<file path="src/core/dtm_cfg.svh">
// constants of the dual down-counter timer: encodings, presets, reset values
// assumes inclusion by the timer package and the timer core only
`ifndef DTM_CFG_SVH
`define DTM_CFG_SVH

// counter width and the value a capture preset forces
`define DTM_CNT_W 16
`define DTM_PRESET_VALUE 16'hffff

// clock select encodings
`define DTM_CS_STOP 3'h0
`define DTM_CS_PRESCALED 3'h1
`define DTM_CS_EXT_EVENT 3'h2
`define DTM_CS_PULSE_ACC 3'h3
`define DTM_CS_SLOW 3'h4

// mode encodings on the mode port
`define DTM_MODE_PWM 2'h0
`define DTM_MODE_DUAL_CAPTURE 2'h1
`define DTM_MODE_DUAL_TIMER 2'h2
`define DTM_MODE_CAPTURE_TIMER 2'h3

// reset values
`define DTM_PRESCALE_RESET 5'h00
`define DTM_CNT_RESET 16'h0000
`define DTM_PENDING_RESET 4'h0

`endif

</file>
<file path="src/core/dtm_pkg.sv">
// types shared by the dual down-counter timer and its surroundings
// assumes dtm_cfg.svh is on the include path
`include "dtm_cfg.svh"

package dtm_pkg;

    typedef enum logic [1:0] {
        DTM_PWM = `DTM_MODE_PWM,
        DTM_DUAL_CAPTURE = `DTM_MODE_DUAL_CAPTURE,
        DTM_DUAL_TIMER = `DTM_MODE_DUAL_TIMER,
        DTM_CAPTURE_TIMER = `DTM_MODE_CAPTURE_TIMER
    } dtm_mode_t;

    // pending flags and their enables, one bit per interrupt source
    typedef struct packed {
        logic d;
        logic c;
        logic b;
        logic a;
    } dtm_src_t;

    // software write strobes, one cycle, with their shared data word
    typedef struct packed {
        logic counter_one;
        logic counter_two;
        logic reload_a;
        logic reload_b;
        logic [`DTM_CNT_W-1:0] data;
    } dtm_wr_t;

endpackage

</file>
<file path="src/core/dtm_timer.sv">
// dual 16-bit down-counter timer with reload, capture, toggling pin a and four
// interrupt sources on two system interrupt lines
// assumes software drives the control ports from the ref_clk domain; pins and
// the slow clock come from outside and are synchronised here
//
// Notes on behaviour
// [RULE_01] mode 4: counter one reloads from a
// [RULE_02] mode 4: pin a toggles on each underflow
// [RULE_03] rising toggle sets pending c, enable a gates
// [RULE_04] mode 4: pin b captures counter two into b
// [RULE_05] capture edge selectable rising or falling
// [RULE_06] preset stores value then forces ffff
// [RULE_07] pin b pulses last one clock period
// [RULE_08] mode 4: capture sets b, underflow two sets d
// [RULE_09] event or accumulate clock in modes 2,4 stops
// [RULE_10] software keeps counter two running in mode 4
// [RULE_11] a, b, c join irq one; d irq two
// [RULE_12] each source has pending flag and enable
// [RULE_13] mode 1: reload a/b sets a/b, d underflow
// [RULE_14] mode 2: captures a,b; underflows c,d
// [RULE_15] mode 3: reload a sets a, reload b d
// [RULE_16] toggling pin starts at initial level bit
// [RULE_17] toggling output only in modes 1, 3, 4
// [RULE_18] mode 2 pin a captures counter one, optional preset
// [RULE_19] mode 2 pin b captures counter one, optional preset
// [RULE_20] mode 4 pin b captures counter two, optional preset
// [RULE_21] prescaled clock divides by divisor plus one
// [RULE_22] clock select codes; nonzero starts counter
// [RULE_23] pending flags stay set until cleared
// [RULE_24] underflow is decrement from zero, same tick
`timescale 1ns/100ps
`include "dtm_cfg.svh"

module dtm_timer
    import dtm_pkg::*;
(
    input wire logic ref_clk,
    input wire logic srst,
    input wire dtm_mode_t mode,
    input wire logic [4:0] prescale_divisor,
    input wire logic [2:0] counter_one_clock_select,
    input wire logic [2:0] counter_two_clock_select,
    input wire logic pin_a_function_enable,
    input wire logic pin_b_preset_enable,
    input wire logic pin_a_initial_level,
    input wire logic pin_a_capture_rising,
    input wire logic pin_b_capture_rising,
    input wire dtm_src_t irq_enable,
    input wire dtm_src_t pending_clear,
    input wire dtm_wr_t sw_write,
    input wire logic slow_clk_in,
    input wire logic timer_pin_a_in,
    output logic timer_pin_a_out,
    output logic timer_pin_a_oe,
    input wire logic timer_pin_b_in,
    output logic [`DTM_CNT_W-1:0] counter_one,
    output logic [`DTM_CNT_W-1:0] counter_two,
    output logic [`DTM_CNT_W-1:0] reload_capture_a,
    output logic [`DTM_CNT_W-1:0] reload_capture_b,
    output dtm_src_t pending,
    output logic timer_irq_1,
    output logic timer_irq_2
);

    // ********************************************************************
    // functions
    // ********************************************************************

    // valid edge of a synchronised pin: rising or falling as selected
    function automatic logic valid_edge(input logic now, input logic prev, input logic rising);
        valid_edge = rising ? (now & ~prev) : (~now & prev);
    endfunction

    // one tick of a counter clock for a given clock selection
    function automatic logic sel_tick(
        input logic [2:0] sel,
        input logic presc,
        input logic slow,
        input logic ext,
        input logic pin_level
    );
        if (sel == `DTM_CS_PRESCALED) begin
            sel_tick = presc;
        end else if (sel == `DTM_CS_SLOW) begin
            sel_tick = slow;
        end else if (sel == `DTM_CS_EXT_EVENT) begin
            sel_tick = ext;
        end else if (sel == `DTM_CS_PULSE_ACC) begin
            sel_tick = presc & pin_level;
        end else begin
            sel_tick = 1'b0;
        end
    endfunction

    function automatic logic pin_clock_sel(input logic [2:0] sel);
        pin_clock_sel = (sel == `DTM_CS_EXT_EVENT) || (sel == `DTM_CS_PULSE_ACC);
    endfunction

    // ********************************************************************
    // pin and slow clock synchronisers
    // ********************************************************************

    logic [2:0] a_sync;
    logic [2:0] b_sync;
    logic [2:0] slow_sync;
    logic [1:0] sync_age;
    // a false edge right after reset is masked until stage 2 holds a pin sample
    wire logic sync_ready = (sync_age == 2'h3);

    // stage 0 feeds stage 1 only; stage 2 is the edge reference
    always_ff @(posedge ref_clk) begin
        if (srst) begin
            a_sync <= 3'h0;
            b_sync <= 3'h0;
            slow_sync <= 3'h0;
            sync_age <= 2'h0;
        end else begin
            a_sync <= {a_sync[1:0], timer_pin_a_in};
            b_sync <= {b_sync[1:0], timer_pin_b_in};
            slow_sync <= {slow_sync[1:0], slow_clk_in};
            if (!sync_ready) begin
                sync_age <= sync_age + 2'h1;
            end
        end
    end

    wire logic a_edge = sync_ready &&
        valid_edge(a_sync[1], a_sync[2], pin_a_capture_rising); // [RULE_05]
    wire logic b_edge = sync_ready &&
        valid_edge(b_sync[1], b_sync[2], pin_b_capture_rising); // [RULE_05]
    wire logic b_rise = sync_ready && b_sync[1] && !b_sync[2];
    wire logic slow_tick = sync_ready && slow_sync[1] && !slow_sync[2];

    // ********************************************************************
    // prescaler
    // ********************************************************************

    logic [4:0] presc_cnt;
    // a lowered divisor takes effect at once instead of running the count round
    wire logic presc_tick = (presc_cnt >= prescale_divisor); // [RULE_21]
    wire logic [4:0] next_presc_cnt = presc_tick ? `DTM_PRESCALE_RESET : presc_cnt + 5'h01;

    always_ff @(posedge ref_clk) begin
        if (srst) begin
            presc_cnt <= `DTM_PRESCALE_RESET;
        end else begin
            presc_cnt <= next_presc_cnt;
        end
    end

    // ********************************************************************
    // clock selection
    // ********************************************************************

    wire logic mode_pins_capture = (mode == DTM_DUAL_CAPTURE) || (mode == DTM_CAPTURE_TIMER);
    // a pin based clock where pin b is a capture input halts both counters
    wire logic bad_sel = mode_pins_capture &&
        (pin_clock_sel(counter_one_clock_select) || pin_clock_sel(counter_two_clock_select)); // [RULE_09]
    wire logic run_one = (counter_one_clock_select != `DTM_CS_STOP) && !bad_sel; // [RULE_22]
    wire logic run_two = (counter_two_clock_select != `DTM_CS_STOP) && !bad_sel; // [RULE_22]
    wire logic tick_one = run_one &&
        sel_tick(counter_one_clock_select, presc_tick, slow_tick, b_rise, b_sync[1]); // [RULE_22]
    wire logic tick_two = run_two &&
        sel_tick(counter_two_clock_select, presc_tick, slow_tick, b_rise, b_sync[1]); // [RULE_22]

    // ********************************************************************
    // counter one
    // ********************************************************************

    logic reload_from_b;
    logic pin_a_level;
    logic [`DTM_CNT_W-1:0] next_counter_one;
    logic [`DTM_CNT_W-1:0] next_capture_a;
    logic next_reload_from_b;
    logic next_pin_a_level;
    logic ev_a;
    logic ev_b_one;
    logic ev_c;

    wire logic under_one = tick_one && (counter_one == `DTM_CNT_RESET); // [RULE_24]
    wire logic toggle_mode = (mode != DTM_DUAL_CAPTURE) && pin_a_function_enable; // [RULE_17]
    wire logic cap_a = (mode == DTM_DUAL_CAPTURE) && a_edge;
    wire logic cap_b_one = (mode == DTM_DUAL_CAPTURE) && b_edge;

    always_comb begin
        next_counter_one = counter_one;
        next_capture_a = sw_write.reload_a ? sw_write.data : reload_capture_a;
        next_reload_from_b = reload_from_b;
        next_pin_a_level = pin_a_level;
        ev_a = 1'b0;
        ev_b_one = 1'b0;
        ev_c = 1'b0;
        case (mode)
            DTM_PWM: begin
                if (under_one) begin
                    next_counter_one = reload_from_b ? reload_capture_b : reload_capture_a;
                    next_reload_from_b = !reload_from_b;
                    ev_a = !reload_from_b; // [RULE_13]
                    ev_b_one = reload_from_b; // [RULE_13]
                end else if (tick_one) begin
                    next_counter_one = counter_one - 16'h0001;
                end
            end
            DTM_DUAL_CAPTURE: begin
                if (cap_a) begin
                    next_capture_a = counter_one; // [RULE_18]
                    ev_a = 1'b1; // [RULE_14]
                end
                ev_b_one = cap_b_one; // [RULE_14]
                ev_c = under_one; // [RULE_14]
                if ((cap_a && pin_a_function_enable) || (cap_b_one && pin_b_preset_enable)) begin
                    next_counter_one = `DTM_PRESET_VALUE; // [RULE_18] [RULE_19]
                end else if (tick_one) begin
                    next_counter_one = counter_one - 16'h0001; // wraps to ffff
                end
            end
            default: begin
                if (under_one) begin
                    next_counter_one = reload_capture_a; // [RULE_01]
                    ev_a = 1'b1; // [RULE_15]
                end else if (tick_one) begin
                    next_counter_one = counter_one - 16'h0001; // [RULE_01]
                end
            end
        endcase
        // mode 1 always restarts from register a
        if (!run_one || (mode != DTM_PWM)) begin
            next_reload_from_b = 1'b0;
        end
        if (!run_one) begin
            next_pin_a_level = pin_a_initial_level; // [RULE_16]
        end else if (under_one && toggle_mode) begin
            next_pin_a_level = !pin_a_level; // [RULE_02]
            ev_c = (mode != DTM_PWM) && !pin_a_level; // [RULE_03]
        end
        if (sw_write.counter_one) begin
            next_counter_one = sw_write.data;
        end
    end

    always_ff @(posedge ref_clk) begin
        if (srst) begin
            counter_one <= `DTM_CNT_RESET;
            reload_capture_a <= `DTM_CNT_RESET;
            reload_from_b <= 1'b0;
            pin_a_level <= 1'b0;
        end else begin
            counter_one <= next_counter_one;
            reload_capture_a <= next_capture_a;
            reload_from_b <= next_reload_from_b;
            pin_a_level <= next_pin_a_level;
        end
    end

    assign timer_pin_a_out = pin_a_level;
    assign timer_pin_a_oe = toggle_mode; // [RULE_17]

    // ********************************************************************
    // counter two
    // ********************************************************************

    logic [`DTM_CNT_W-1:0] next_counter_two;
    logic [`DTM_CNT_W-1:0] next_capture_b;
    logic ev_b_two;
    logic ev_d;

    wire logic under_two = tick_two && (counter_two == `DTM_CNT_RESET); // [RULE_24]
    wire logic cap_b_two = (mode == DTM_CAPTURE_TIMER) && b_edge; // [RULE_04]

    always_comb begin
        next_counter_two = counter_two;
        next_capture_b = sw_write.reload_b ? sw_write.data : reload_capture_b;
        ev_b_two = 1'b0;
        ev_d = under_two; // [RULE_08] [RULE_13] [RULE_14] [RULE_15]
        if (cap_b_one) begin
            next_capture_b = counter_one; // [RULE_19]
        end
        case (mode)
            DTM_DUAL_TIMER: begin
                if (under_two) begin
                    next_counter_two = reload_capture_b;
                end else if (tick_two) begin
                    next_counter_two = counter_two - 16'h0001;
                end
            end
            DTM_CAPTURE_TIMER: begin
                if (cap_b_two) begin
                    next_capture_b = counter_two; // [RULE_04] [RULE_20]
                    ev_b_two = 1'b1; // [RULE_08]
                end
                if (cap_b_two && pin_b_preset_enable) begin
                    next_counter_two = `DTM_PRESET_VALUE; // [RULE_06] [RULE_20]
                end else if (tick_two) begin
                    next_counter_two = counter_two - 16'h0001; // [RULE_04]
                end
            end
            default: begin
                if (tick_two) begin
                    next_counter_two = counter_two - 16'h0001; // wraps to ffff
                end
            end
        endcase
        if (sw_write.counter_two) begin
            next_counter_two = sw_write.data;
        end
    end

    always_ff @(posedge ref_clk) begin
        if (srst) begin
            counter_two <= `DTM_CNT_RESET;
            reload_capture_b <= `DTM_CNT_RESET;
        end else begin
            counter_two <= next_counter_two;
            reload_capture_b <= next_capture_b;
        end
    end

    // ********************************************************************
    // pending flags and system interrupts
    // ********************************************************************

    dtm_src_t pend_set;
    dtm_src_t next_pending;

    assign pend_set.a = ev_a; // [RULE_12]
    assign pend_set.b = ev_b_one | ev_b_two; // [RULE_12]
    assign pend_set.c = ev_c; // [RULE_12]
    assign pend_set.d = ev_d; // [RULE_12]
    // a set in the clearing cycle wins
    assign next_pending = (pending & ~pending_clear) | pend_set; // [RULE_23]

    always_ff @(posedge ref_clk) begin
        if (srst) begin
            pending <= `DTM_PENDING_RESET;
        end else begin
            pending <= next_pending;
        end
    end

    wire dtm_src_t active = pending & irq_enable; // [RULE_12]
    // in the timer modes the rising toggle source is gated by enable a
    wire logic timer_modes = (mode == DTM_DUAL_TIMER) || (mode == DTM_CAPTURE_TIMER);
    wire logic c_request = pending.c && (timer_modes ? irq_enable.a : irq_enable.c); // [RULE_03]
    assign timer_irq_1 = active.a | active.b | c_request; // [RULE_11]
    assign timer_irq_2 = active.d; // [RULE_11]

endmodule

</file>
<file path="config.mk">
export PLATFORM = sky130hd
export DESIGN_NAME = dtm_timer
export DESIGN_NICKNAME = d
export VERILOG_FILES = /design/src/core/dtm_pkg.sv /design/src/core/dtm_timer.sv
export VERILOG_INCLUDE_DIRS = /design/src /design/src/core
export SDC_FILE = /design/constraint.sdc
export NUM_CORES = 1
export LEC_CHECK = 0
export BUFFER_PORTS_ARGS = -buffer_cell sky130_fd_sc_hd__buf_2
export CORE_MARGIN = 3
export CORE_UTILIZATION = 25
export CTS_BUF_LIST = sky130_fd_sc_hd__clkbuf_16
export DETAILED_ROUTE_END_ITERATION = 7
export SLEW_MARGIN = 20
export SYNTH_ARGS = -nofsm -noshare
export SYNTH_HDL_FRONTEND = slang
export SYNTH_SLANG_ARGS = --single-unit
</file>
<file path="constraint.sdc">
create_clock -name ref_clk -period 3.6 [get_ports ref_clk]
set_clock_uncertainty 0.15 [all_clocks]
set_input_delay 0.72 -clock ref_clk [delete_from_list [all_inputs] [get_ports ref_clk]]
set_output_delay 0.72 -clock ref_clk [all_outputs]
set_load 0.02 [all_outputs]
</file>
==> impl_metrics.py <==
metrics = {
    "floorplanning": {
        "die_area_um2": 23300,
        "placementRows": 52,
        "core_area_um2": 20700,
        "ioPinCount": 123,
        "start_util_pct": 25.9,
        "fp.dieH_um": 153,
        "die_x_um": 153,
    },
    "critical_path": {
        "worstPathBufferInverterCount": 0,
        "r2r_end": "counter_two[13]",
        "path_cells": "ha_1 > nand3b_1 > nor4b_1 > nor2_1 > o2bb2ai_1 > nand2_1 > or3_1 > o311a_1",
        "cpPeakStageDelay_ns": 0.76,
        "rr_worst_depth": 8,
        "critical_path_required_ns": 3.69,
        "crit_path_top_delay_cell": "o2bb2ai_1",
        "critPathMaxFanout": 11,
        "startpoint": "sync_age[0]",
        "critPathTopFamily": "simple AND/OR/NAND/NOR gates",
        "r2r_slack_ns": 0.44,
        "r2r-start": "sync_age[0]",
        "end_kind": "flip-flop",
        "arrival_ns": 3.25,
        "crit_type": "flip-flop to flip-flop",
        "start_kind": "flip-flop",
    },
    "cts": {
        "clk_path_buf_depth": 2,
        "cts_max_level": 3,
        "postCtsHoldBufs": 0,
        "cts_buffers": 9,
        "cts_setup_buffers": 0,
        "cts_root_buffer": "clkbuf_16",
        "cts_tree": "built",
        "clk_pin_slew_ns": 0.07,
        "clk_latency_ns": 0.35,
        "cts_resized": 0,
        "cts.sinks": 86,
    },
    "finish": {
        "final_cell_area_um2": 6550,
        "n_antenna_cell": 0,
        "drive_above_1_share_pct": 26.6,
        "flow.area_growth_from_synthesis_pct": 22.1,
        "nNetsFinal": 789,
    },
    "timing": {
        "min_period_ns": 3.16,
        "max_freq_mhz": 316,
        "relSlewSlack_pct": 34.6,
        "hold_slack_ns": 0.289,
        "setup_viol": 0,
        "drv_slew": 0,
        "finalSetupTns_ns": 0,
        "worst_pin_slew_ns": 0.976,
        "hold_violations": 0,
        "fin_crit_sh_pct": 87.9,
        "rsz0062_at_grt": "false",
    },
    "grt": {
        "grt_max_degree": 34,
        "grt_usage_pct": 16.0,
        "antenna_found_initial": 0,
        "grt_pass1_wl_um": 30000,
        "overflow": 0,
        "grt_pass1_vias": 4934,
    },
    "synthesis": {
        "synth_nets": 687,
        "ys_ff_latch": 86,
        "yosysWarningCount": 0,
        "synthFlopType": "dfxtp_1",
        "synth_cell_types": 74,
        "ys_seq_area_share_pct": 32.1,
        "syn_area_per_cell_um2": 8.56,
        "synth_cells": 627,
        "synth_edf_count": 0,
        "syn_area_um2": 5370,
        "synthArstFlopShare_pct": 0,
    },
    "route": {
        "drc_errors": 0,
        "ant_nets": 0,
        "first_pass_iters": 5,
        "avgRoutedWirePerCell_um": 19.0,
        "post_drt_via_cell_ratio": 5.23,
        "wirelength_um": 19100,
        "drt_iter0_drc": 382,
        "num_vias": 5250,
    },
    "outcome": {
        "run_status": "finished, final reports clean",
    },
    "place": {
        "io_buffers": 122,
        "placed_area_um2": 6220,
        "hpwlAfterDp_um": 14500,
        "place.gp.congestion": 0.894,
    },
    "min_path": {
        "hold_path.startpoint": "slow_sync[0]",
        "hold_class": "flip-flop to flip-flop",
        "hold_path_depth": 1,
        "min_to": "slow_sync[1]",
    },
    "pwr": {
        "p_per_area_nw_per_um2": 410,
        "vdd_drop_max_v": 0.000217,
        "leakagePower_nw": 2.78,
        "totalPowerFinal_mw": 2.69,
    },
    "flow_run": {
        "max-cap-violations": 0,
    },
}
==> layout by cell type (no fill, tap or decap), types with 6 or more instances in the layout <==
| cell type | synthesis | layout |
|---|---|---|
| and3_1 | 6 | 6 |
| xor2_1 | 10 | 10 |
| nor3_1 | 22 | 22 |
| dfxtp_1 | 86 | 86 |
| o21ai_0 | 14 | 14 |
| a21oi_1 | 40 | 39 |
| or4_1 | 6 | 6 |
| mux2i_1 | 41 | 41 |
| nor2b_1 | 29 | 29 |
| ha_1 | 9 | 9 |
| buf_4 | 8 | 15 |
| a211oi_1 | 54 | 54 |
| buf_2 | 7 | 122 |
| nand2b_1 | 6 | 6 |
| nand2_1 | 16 | 16 |
| nand3_1 | 11 | 11 |
| a31oi_1 | 8 | 8 |
| a221oi_2 | 8 | 8 |
| nor2_1 | 59 | 59 |
| inv_1 | 35 | 35 |
| nand3b_1 | 6 | 6 |
| a221oi_1 | 15 | 15 |
| clkbuf_16 | 0 | 9 |
==> cells in the mapped netlist, types with 3 or more instances <==
master | number | area, µm²
a2111oi_0 | 3 | 26.3
a211oi_1 | 54 | 405
a21o_1 | 4 | 30.0
a21oi_1 | 40 | 200
a221oi_1 | 15 | 131
a221oi_2 | 8 | 120
a22oi_1 | 3 | 22.5
a31o_2 | 5 | 43.8
a31oi_1 | 8 | 50.1
and3_1 | 6 | 37.5
buf_1 | 3 | 11.3
buf_2 | 7 | 35.0
buf_4 | 8 | 60.1
clkbuf_1 | 26 | 97.6
dfxtp_1 | 86 | 1720
ha_1 | 9 | 113
inv_1 | 35 | 131
mux2_2 | 4 | 45.0
mux2i_1 | 41 | 410
nand2_1 | 16 | 60.1
nand2b_1 | 6 | 37.5
nand3_1 | 11 | 55.1
nand3b_1 | 6 | 45.0
nand4_1 | 5 | 31.3
nor2_1 | 59 | 221
nor2b_1 | 29 | 181
nor3_1 | 22 | 110
nor3b_1 | 3 | 22.5
nor4_1 | 4 | 25.0
nor4_4 | 4 | 85.1
o21ai_0 | 14 | 70.1
o31ai_1 | 5 | 37.5
or3_1 | 4 | 25.0
or4_1 | 6 | 45.0
xnor2_1 | 5 | 43.8
xor2_1 | 10 | 87.6
==> worst max path at each step <==
stage	endpoint	slack, ns	depth (start not counted)
final	counter_two[13]	0.44	8
after global routing	counter_two[13]	0.15	8
after CTS	counter_two[13]	0.48	8
after detailed placement	counter_two[13]	0.38	9
after global placement	counter_two[13]	0.45	9
after floorplan	timer_irq_1	0.75	5
==> through the flow <==
| stage | cells | util [%] | worst slack (ns) |
|---|---|---|---|
| 4_1_cts | 1004 | 31.7 | 0.478 |
| 2_1_floorplan | 627 | - | 0.748 |
| 5_1_grt | 1004 | 31.7 | 0.155 |
| 3_5_place_dp | 988 | 30.1 | 0.384 |
| 6_report | 1004 | 31.7 | 0.436 |
| 3_3_place_gp | 988 | 30.1 | 0.449 |
==> flip-flops by register name, indices dropped and copies added, names as in the netlist <==
register          count
reload_capture_a     16
pending               4
slow_sync             3
reload_capture_b     16
sync_age              2
counter_one          16
counter_two          16
a_sync                3
presc_cnt             5
b_sync                3
reload_from_b         1
timer_pin_a_out       1
==> cell type report <==
type / count / area [µm²]
well taps: 270 / 338
clock buffers: 9 / 225
clock inverters: 7 / 103
multi-input cells: 459 / 3290
repair buffers: 138 / 743
flip-flops and latches: 86 / 1720
inverters: 35 / 131
fillers: 2220 / 14100
==> power by group <==
part / internal, mW / switching, mW / total (mW)
sequential: 1.01 / 0.102 / 1.12
combinational: 0.210 / 0.319 / 0.529
clock: 0.617 / 0.425 / 1.04
==> cells by family (layout without fill, tap and decap cells) <==
family	count (synthesis)	after routing	share of synthesized area, %
AO/OA/AOI/OAI	190	190	26.5
AND/OR/NAND/NOR	200	200	21.5
XOR/XNOR	15	15	2.45
adder cells (fa/ha/maj)	9	9	2.10
flip-flops	86	86	32.1
buffers and inverters	82	189	6.83
multiplexers	45	45	8.49
==> metal layers <==
metal  up-vias  part of all wire (%)  track usage [%]  wire (µm)
li1       2565                     -                -          -
met1      2470                    47             22.6       9000
met2       200                    44             24.3       8440
met3        15                   7.6             4.46       1440
met4         0                   1.1             3.61        210
met5         -                     0                0          0
(Power assumes the default switching activity.)
